$ cat config.mk
export PLATFORM = sky130hd
export DESIGN_NAME = brw_reset_watchdog
export DESIGN_NICKNAME = d
export VERILOG_FILES = /design/src/pkg/brw_pkg.sv /design/src/hdl/brw_ms_tick.sv /design/src/hdl/brw_reset_watchdog.sv
export SDC_FILE = /design/constraint.sdc
export NUM_CORES = 1
export LEC_CHECK = 0
export ABC_AREA = 0
export ABC_CLOCK_PERIOD_IN_PS = 7900
export BUFFER_PORTS_ARGS = -buffer_cell sky130_fd_sc_hd__buf_2
export CAP_MARGIN = 20
export CORE_MARGIN = 2
export CORE_UTILIZATION = 30
export CTS_CLUSTER_DIAMETER = 150
export DETAILED_ROUTE_END_ITERATION = 6
export PLACE_DENSITY_LB_ADDON = 0.3
export SYNTH_ARGS = -nofsm -noshare
export SYNTH_HDL_FRONTEND = slang
export SYNTH_SLANG_ARGS = --single-unit
$ cat constraint.sdc
create_clock -name core_clk -period 7.9 [get_ports core_clk]
set_input_delay 1.58 -clock core_clk [delete_from_list [all_inputs] [get_ports core_clk]]
set_output_delay 1.58 -clock core_clk [all_outputs]
set_load 0.03 [all_outputs]
$ cat src/pkg/brw_pkg.sv
// package: constants and types of the board reset and watchdog unit
// ==========================================================================
// How it works
// - timeout programmable from 12 to 1600 ms
// - expiry pulses reset for about 130 ms
// - software enables, retriggers, disables with key
// - restart from address zero, peripherals reset
// - active-low reset driven to expansion connector
// - power-good, programming port, contact also reset
// - closed contact holds reset while closed
// - watchdog reset leaves expansion line released
// - reset cause flag marks watchdog resets
// ==========================================================================
package brw_pkg;
  // clock rate
  localparam int unsigned CLK_HZ = 40_000_000;
  // timing figures in milliseconds
  localparam int unsigned TMO_MIN_MS = 12;
  localparam int unsigned TMO_MAX_MS = 1600;
  localparam int unsigned RST_PULSE_MS = 130;
  // cycles per millisecond
  localparam int unsigned CYC_PER_MS = CLK_HZ / 1000;
  localparam int unsigned RST_PULSE_CYC = RST_PULSE_MS * CYC_PER_MS;
  // width of the timeout field in milliseconds
  localparam int unsigned TMO_W = 11;
  localparam logic [TMO_W-1:0] TMO_MIN = 11'h00c;
  localparam logic [TMO_W-1:0] TMO_MAX = 11'h640;
  // width of the millisecond prescaler and pulse counter
  localparam int unsigned PRE_W = 16;
  localparam int unsigned PULSE_W = 23;
  localparam logic [PRE_W-1:0] PRE_LAST = 16'h9c3f;
  // disable key that must accompany a disable request
  localparam logic [7:0] DIS_KEY = 8'ha5;
  // program restart address after reset
  localparam logic [16:0] BOOT_ADDR = 17'h00000;

  // software command group
  typedef struct packed {
    logic enable;
    logic retrigger;
    logic disarm;
    logic [7:0] key;
    logic [TMO_W-1:0] timeout;
  } brw_cmd_t;

  // external reset sources, all active high when asserting
  typedef struct packed {
    logic powerFail;
    logic ispReset;
    logic contactClosed;
  } brw_src_t;

  // states of the reset pulse machine
  typedef enum logic [1:0] {
    ST_RUN,
    ST_WDOG_RST,
    ST_EXT_RST
  } brw_state_t;
endpackage : brw_pkg

$ cat src/hdl/brw_ms_tick.sv
// file: millisecond tick generator
`timescale 1ns/10ps
module brw_ms_tick
  import brw_pkg::*;
(
  input wire logic core_clk,
  input wire logic srst,
  input wire logic clear,
  output logic tick
);
  logic [PRE_W-1:0] count;
  wire logic atLast = (count == PRE_LAST);

  // prescaler: restarted by clear so a retrigger spans full milliseconds
  always_ff @(posedge core_clk) begin
    if (srst || clear || atLast) begin
      count <= '0;
    end else begin
      count <= count + 16'h0001;
    end
  end

  // one-cycle pulse once per millisecond
  always_ff @(posedge core_clk) begin
    if (srst || clear) begin
      tick <= 1'b0;
    end else begin
      tick <= atLast;
    end
  end

  tick_period_a: assert property (@(posedge core_clk) disable iff (srst)
    $rose(tick) |-> ##1 !tick) else $error("tick longer than one cycle");
endmodule : brw_ms_tick

$ cat src/hdl/brw_reset_watchdog.sv
// file: top of the board reset and watchdog unit
`timescale 1ns/10ps
module brw_reset_watchdog
  import brw_pkg::*;
(
  input wire logic core_clk,
  input wire logic srst,
  input wire brw_cmd_t cmd,
  input wire brw_src_t src,
  input wire logic causeClear,
  output logic sysReset,
  output logic expResetN,
  output logic periphReset,
  output logic [16:0] bootAddr,
  output logic wdogEnabled,
  output logic reset_cause_status
);
  // ==========================================================================
  // decoding
  // ==========================================================================
  brw_state_t state;
  brw_state_t next_state;
  logic [TMO_W-1:0] timeout;
  logic [TMO_W-1:0] msCount;
  logic [PULSE_W-1:0] pulseCount;
  logic tick;

  function automatic logic [TMO_W-1:0] clampTmo(input logic [TMO_W-1:0] v);
    if (v < TMO_MIN) return TMO_MIN;
    if (v > TMO_MAX) return TMO_MAX;
    return v;
  endfunction : clampTmo

  wire logic anyExt = src.powerFail | src.ispReset | src.contactClosed;
  wire logic inRun = (state == ST_RUN);
  wire logic disOk = cmd.disarm && (cmd.key == DIS_KEY);
  wire logic kick = inRun && (cmd.retrigger || (cmd.enable && !wdogEnabled));
  wire logic expired = inRun && wdogEnabled && tick && (msCount + 11'h001 >= timeout);
  wire logic pulseDone = (pulseCount == PULSE_W'(RST_PULSE_CYC - 1));

  brw_ms_tick u_tick (
    .core_clk(core_clk),
    .srst(srst),
    .clear(kick || !inRun),
    .tick(tick)
  );

  // ==========================================================================
  // reset sequencing
  // ==========================================================================
  // next state: external sources outrank the watchdog pulse
  always_comb begin
    next_state = state;
    unique case (state)
      ST_RUN: begin
        if (anyExt) begin
          next_state = ST_EXT_RST;
        end else if (expired) begin
          next_state = ST_WDOG_RST;
        end
      end
      ST_WDOG_RST: begin
        if (anyExt) begin
          next_state = ST_EXT_RST;
        end else if (pulseDone) begin
          next_state = ST_RUN;
        end
      end
      ST_EXT_RST: begin
        if (!anyExt) begin
          next_state = ST_RUN;
        end
      end
    endcase
  end

  always_ff @(posedge core_clk) begin
    if (srst) begin
      state <= ST_RUN;
    end else begin
      state <= next_state;
    end
  end

  // pulse counter runs only inside the watchdog pulse
  always_ff @(posedge core_clk) begin
    if (srst || state != ST_WDOG_RST) begin
      pulseCount <= '0;
    end else begin
      pulseCount <= pulseCount + 23'h000001;
    end
  end

  // ==========================================================================
  // watchdog control
  // ==========================================================================
  // enable and disable; a reset pulse disables the watchdog again
  always_ff @(posedge core_clk) begin
    if (srst || !inRun) begin
      wdogEnabled <= 1'b0;
    end else if (cmd.enable) begin
      wdogEnabled <= 1'b1;
    end else if (disOk) begin
      wdogEnabled <= 1'b0;
    end
  end

  // timeout latched on enable, clamped to the legal range
  always_ff @(posedge core_clk) begin
    if (srst) begin
      timeout <= TMO_MAX;
    end else if (cmd.enable && inRun) begin
      timeout <= clampTmo(cmd.timeout);
    end
  end

  always_ff @(posedge core_clk) begin
    if (srst || kick || !inRun || !wdogEnabled) begin
      msCount <= '0;
    end else if (tick) begin
      msCount <= msCount + 11'h001;
    end
  end

  // ==========================================================================
  // outputs
  // ==========================================================================
  always_ff @(posedge core_clk) begin
    if (srst) begin
      sysReset <= 1'b1;
      expResetN <= 1'b0;
      periphReset <= 1'b1;
      bootAddr <= BOOT_ADDR;
    end else begin
      sysReset <= (next_state != ST_RUN);
      // expansion line follows only external causes
      expResetN <= (next_state != ST_EXT_RST);
      // peripherals held in reset, restart at zero
      periphReset <= (next_state != ST_RUN);
      bootAddr <= BOOT_ADDR;
    end
  end

  // sticky cause flag; a new watchdog expiry wins over a clear
  always_ff @(posedge core_clk) begin
    if (srst) begin
      reset_cause_status <= 1'b0;
    end else if (expired && !anyExt) begin
      reset_cause_status <= 1'b1;
    end else if (causeClear || (state == ST_EXT_RST)) begin
      reset_cause_status <= 1'b0;
    end
  end

  // ==========================================================================
  // checks
  // ==========================================================================
  wdog_no_exp_a: assert property (@(posedge core_clk) disable iff (srst)
    state == ST_WDOG_RST |-> expResetN) else $error("watchdog drove expansion reset");
  ext_exp_a: assert property (@(posedge core_clk) disable iff (srst)
    state == ST_EXT_RST |-> !expResetN) else $error("expansion reset missing");
  contact_hold_a: assert property (@(posedge core_clk) disable iff (srst)
    src.contactClosed |=> sysReset) else $error("contact did not hold reset");
  src_reset_a: assert property (@(posedge core_clk) disable iff (srst)
    anyExt |=> state == ST_EXT_RST) else $error("source did not reset");
  expire_rst_a: assert property (@(posedge core_clk) disable iff (srst)
    expired && !anyExt |=> sysReset && reset_cause_status) else $error("no watchdog reset");
  pulse_end_a: assert property (@(posedge core_clk) disable iff (srst)
    state == ST_WDOG_RST && pulseDone && !anyExt |=> state == ST_RUN)
    else $error("pulse did not end");
  tmo_range_a: assert property (@(posedge core_clk) disable iff (srst)
    timeout >= TMO_MIN && timeout <= TMO_MAX) else $error("timeout out of range");
  bad_key_a: assert property (@(posedge core_clk) disable iff (srst)
    inRun && wdogEnabled && cmd.disarm && cmd.key != DIS_KEY && !cmd.enable |=> wdogEnabled)
    else $error("unkeyed disable took effect");
  retrig_clr_a: assert property (@(posedge core_clk) disable iff (srst)
    kick && inRun && !anyExt |=> msCount == 11'h000) else $error("retrigger kept count");
  boot_zero_a: assert property (@(posedge core_clk) disable iff (srst)
    $fell(sysReset) |-> bootAddr == BOOT_ADDR && !periphReset) else $error("bad restart");
  wdog_reset_c: cover property (@(posedge core_clk) disable iff (srst)
    state == ST_WDOG_RST ##1 state == ST_RUN);
  contact_c: cover property (@(posedge core_clk) disable iff (srst)
    src.contactClosed ##1 !src.contactClosed);
  retrig_c: cover property (@(posedge core_clk) disable iff (srst)
    wdogEnabled && cmd.retrigger);
endmodule : brw_reset_watchdog

# Yosys cells after proc, flatten, opt, wreduce, memory -nomap -nowiden
# Index checks and enable logic that the tools add are counted.
# op_classes
n_addsub,3
n_lt_le_gt_ge,3
eq_ne,7
muxes,21
bitwise,2
reduce_logical,25
# ops
cell,n
two-way mux 11 bit,4
"adder 23 x 1 -> 23 bit, second input constant",1
"equality test 23 bit, second input constant",1
"adder 16 x 1 -> 16 bit, second input constant",1
"equality test 16 bit, second input constant",1
"adder 11 x 1 -> 11 bit, second input constant",1
greater-or-equal comparator 11 bit,1
"> comparator 11 bit, second input constant",1
"< comparator 11 x 4 -> 1 bit, second input constant",1
two-way mux 1 bit,11
logical OR 1 bit,10
two-way mux 2 bit,5
"equality test 8 bit, second input constant",1
logical AND 1 bit,8
one-hot mux 2 bit (3 select lines),1
nonzero test 2 bit,3
logical NOT 1 bit,3
"equality test 2 x 1 -> 1 bit, second input constant",1
"equality test 2 bit, second input constant",1
logical NOT 2 bit,1
"!= test 2 x 1 -> 1 bit, second input constant",1
"!= test 2 bit, second input constant",1
bitwise OR 1 bit,2
# totals
ff_bits,68
in_bits,28
output_inout_bits,22
elab_cells,71

# Longest topological paths before layout
# depth
word_depth,9
mapped_depth,13
depth_no_buf,13

# By module
# A second synthesis with hierarchy kept.
# hier_totals
cells_unflattened,406
hier_area_um2,3532.1
# by_module_without_submodules
mod,instances,cells_each,area_per_inst_um2,seq_area_each_um2
brw_reset_watchdog,1,325,2796.4,1021.0
brw_ms_tick,1,81,735.7,340.3

# Worst setup path before layout
# OpenSTA, ideal clock, no wires.
# synth_timing
path_kind,input to register
startpoint,input cmd[2] in the netlist's numbering
endpoint,register timeout[1]
setup_ps,65
arrival_ps,2965
required_time_ps,7835
path_slack_ps,4870
path_stages,6
path_buffers,0
cell_sequence,or4_1 > o31a_1 > o311ai_4 > nor2b_2 > a22oi_1 > nor2_1
# synth_via
elab_chain_cells,7
word_cells_on_any_way,12
cone_classes,order compare: 2; mux: 10
# synth_lines
item,line_no,rtl
from (decl),brw_reset_watchdog.sv:8,"input wire brw_cmd_t cmd,"
> comparator 11 bit,brw_reset_watchdog.sv:30,if (v > TMO_MAX) return TMO_MAX;
two-way mux 1 bit (2 in a row),brw_reset_watchdog.sv:30,
two-way mux 1 bit,brw_reset_watchdog.sv:112,end else if (cmd.enable && inRun) begin
two-way mux 1 bit,brw_reset_watchdog.sv:110,if (srst) begin
two-way mux 11 bit,brw_reset_watchdog.sv:31,return v;
two-way mux 11 bit *,brw_reset_watchdog.sv:30,
to (signal assigned),brw_reset_watchdog.sv:113,timeout <= clampTmo(cmd.timeout);
to (decl),brw_reset_watchdog.sv:23,logic [TMO_W-1:0] timeout;
# Mark *: on every way between the ends. The rest lies on a longest branch, timed or not. The select of a mux whose other input is x is not followed.
# A chain may end at the register's enable or synchronous reset.

# Final worst setup path
# layout_timing
startpoint,register msCount[0]
endpoint,register periphReset
# layout_via
elab_chain_cells,7
# layout_lines
item,line_no,rtl
from (decl),brw_reset_watchdog.sv:24,logic [TMO_W-1:0] msCount;
from (signal assigned),brw_reset_watchdog.sv:121,msCount <= msCount + 11'h001;
adder 11 x 1 -> 11 bit,brw_reset_watchdog.sv:38,wire logic expired = inRun && wdogEnabled && tick && (msCount + 11'h001 >= timeout);
greater-or-equal comparator 11 bit,brw_reset_watchdog.sv:38,
logical AND 1 bit,brw_reset_watchdog.sv:38,
two-way mux 2 bit,brw_reset_watchdog.sv:58,end else if (expired) begin
two-way mux 2 bit,brw_reset_watchdog.sv:56,if (anyExt) begin
one-hot mux 2 bit (3 select lines),brw_reset_watchdog.sv:54,unique case (state)
nonzero test 2 bit,brw_reset_watchdog.sv:139,periphReset <= (next_state != ST_RUN);
to (signal assigned),brw_reset_watchdog.sv:139,
to (decl),brw_reset_watchdog.sv:13,"output logic periphReset,"
# No other way between the ends.

==> reports/metrics.cfg <==
[run_status]
outcome=finished, final reports clean

[yosys]
synth.largest_area_cell=dfxtp_1
synthCells=406
syn_area_um2=3450
synthArstFlopShare=0
ys_seq_elements=68
synth_cell_type_count=44
ys_top_cells_by_count=72 x nor2_1, 68 x dfxtp_1, 39 x xor2_1
synth.avg_cell_area_um2=8.51
synth.area.top_cells=dfxtp_1 39%, xor2_1 9.9%, nor2_1 7.8%, ha_1 6.2%, buf_4 4.1%
synth_seq_area_share=0.394
yosysTopAreaCellShare=0.394
synth_edf_count=0
synth_most_common_cell=nor2_1
ys_warn_count=0
synthFlopType=dfxtp_1

[critical_path]
crit_path_max_fanout=4
cp_data_arrival_time_ps=3230
worst_setup_path_start_kind=flop
worstPathRequired_ps=8100
rr_endpoint=periphReset
r2r_cells=13
critPathCaptureType=flop
r2r-start=msCount[0]
worstSetupPathType=reg -> reg
r2r_slack_ps=4880

[floorplanning]
ios=50
start_util=0.305
core.rowCount=39
die_y_um=111
die_area_um2=12400
die_w_um=111
core_um2=11300

[power_and_ir_drop]
seqPwrFrac=0.428
p_sw_uw=194
p_leak_uw=0.00157
power_density_nw_per_um2=207
clockPowerShare=0.501
p_int_uw=632
swShare=0.235
ir_drop_mv=0.0987
combPwrFrac=0.072

[clocking]
clockBufferDepth=2
cts_root_buf=clkbuf_16
post_cts_buffers=0
cts_resized=0
cts_inserted_buffers=9
clock_latency_ps=330
cts_tree=built
htreeDepth=3
hold_buffers=0
cts.sinks=68
path_clk_slew_ps=60

[timing]
setup-violations-final=0
maxSlewHeadroom=0.432
rsz0062_at_grt=false
setup_slack_ps=4880
fmax_ghz=0.331
drv_slew=0
tns_ps=0
worst_clock_skew_ps=7.54
finalHoldViolCount=0
tightestPinTransition_ps=853
min_period_ps=3020
period_share=0.383

[route]
routed_wl_um=6750
vias_per_cell=4.50
vias=2634
drtIter0Drc=60
dr.pass1.iters=4
wl_per_cell_um=11.5
drcViolationCount=0
antenna_left=0

[final_layout]
num_antenna_cells=0
nNetsFinal=482
nFillCells=1178
drive_gt1_frac=0.118
syn_to_final_growth_pct=15.5

[placed_design]
place.gp.congestion=0.760
dp_hpwl_um=5010
post-place-ws_ps=4650
portBuffers=32

[job]
drv_cap=0

[global_route]
grt_overflow=0
grt_pass1_vias=2602
antenna_found_initial=0
grt_pass1_wl_um=11700
grtUsageTotal=0.115
grt_max_degree=24

[min_path]
hp-class=reg -> reg
hp-start=timeout[5]
min_delay_path_depth=2
worstHoldEndpoint=timeout[5]

state kept, by name, indices dropped and copies added (netlist names):
name / flops
expResetN: 1
wdogEnabled: 1
u_tick.tick: 1
timeout: 11
state: 2
reset_cause_status: 1
periphReset: 1
pulseCount: 23
u_tick.count: 16
msCount: 11
kinds of logic (layout without fill, tap and decap cells):
kind of cell               Yosys count  count (layout)  share of synthesized area
and+or+nand+nor                    180             180                      0.254
DFF                                 68              68                      0.394
xor gates and xnor gates            54              54                      0.137
buffers and inverters               46              66                     0.0707
AOI/OAI and AO/OA                   39              39                     0.0786
adders and majority gates           17              17                     0.0616
other                                1              17                    0.00109
muxes                                1               1                    0.00290
metal layers:
layer,track usage,share of wire
met5,0,0
met4,0.0469,0.011
met3,0.0317,0.035
met2,0.183,0.43
met1,0.148,0.52
how the worst max path moves through the flow:
stage,cells after the start,startpoint,slack [ps],endpoint
finish,13,msCount[0],4880,periphReset
global route,13,msCount[0],4550,periphReset
CTS,13,msCount[0],4850,periphReset
detailed placement,7,cmd[2],4650,timeout[0]
global placement,7,cmd[2],4680,timeout[0]
floorplan,6,cmd[2],4870,timeout[1]
layout by cell type, fill, tap and decap left out, types with 3 or more instances in the layout:
cell / Yosys / final
a211oi_1: 4 / 4
a21oi_1: 12 / 12
a22oi_1: 4 / 4
and3_1: 15 / 15
buf_2: 0 / 32
clkbuf_16: 0 / 9
conb_1: 1 / 17
dfxtp_1: 68 / 68
ha_1: 17 / 17
inv_1: 18 / 18
nand2_1: 31 / 31
nand2b_1: 3 / 3
nand3_1: 22 / 22
nand4_1: 13 / 13
nor2_1: 72 / 72
nor3_1: 4 / 4
nor4b_1: 3 / 3
o21ai_1: 5 / 5
o31a_1: 3 / 3
xnor2_1: 15 / 15
xor2_1: 39 / 39
power by group through the flow:
stage	clock [uW]	sequential [uW]	combinational [uW]
3_5_place_dp	0	361	59.1
4_1_cts	427	354	59.5
6_report	414	354	59.2
3_3_place_gp	0	361	58.1
2_1_floorplan	0	363	46.7
5_1_grt	439	354	66.0
area by class of cell:
type	instances	area, um2	area share
Sequential cell	68	1360	0.341
Clock inverter	4	55.1	0.0138
Clock buffer	12	256	0.0643
Tap cell	143	179	0.0449
Timing Repair Buffer	32	160	0.0402
Multi-Input combinational cell	308	1910	0.479
Inverter	18	67.6	0.0169
worst max-delay path, cell delays in order, from the launching register on:
cell and delay [ps]:
dfxtp_1 390, ha_1 220, and3_1 220, and3_1 220
and3_1 250, nand3_1 110, xnor2_1 150, ha_1 290
nand2_1 90, nor2_1 50, a211oi_1 300, nand3_1 220
a221oi_1 310, nand2_1 90
stage by stage:
step | util | cells | area (um2) | power [uW] | hold WS [ps]
after floorplan | - | 422 | 3510 | 409 | 426
after global placement | 0.325 | 569 | 3680 | 419 | 443
after detailed placement | 0.325 | 569 | 3680 | 420 | 448
after CTS | 0.352 | 585 | 3990 | 840 | 458
after global routing | 0.352 | 585 | 3990 | 859 | 485
final | 0.352 | 585 | 3990 | 827 | 456
Note: power is estimated with default switching activity, not from simulation.
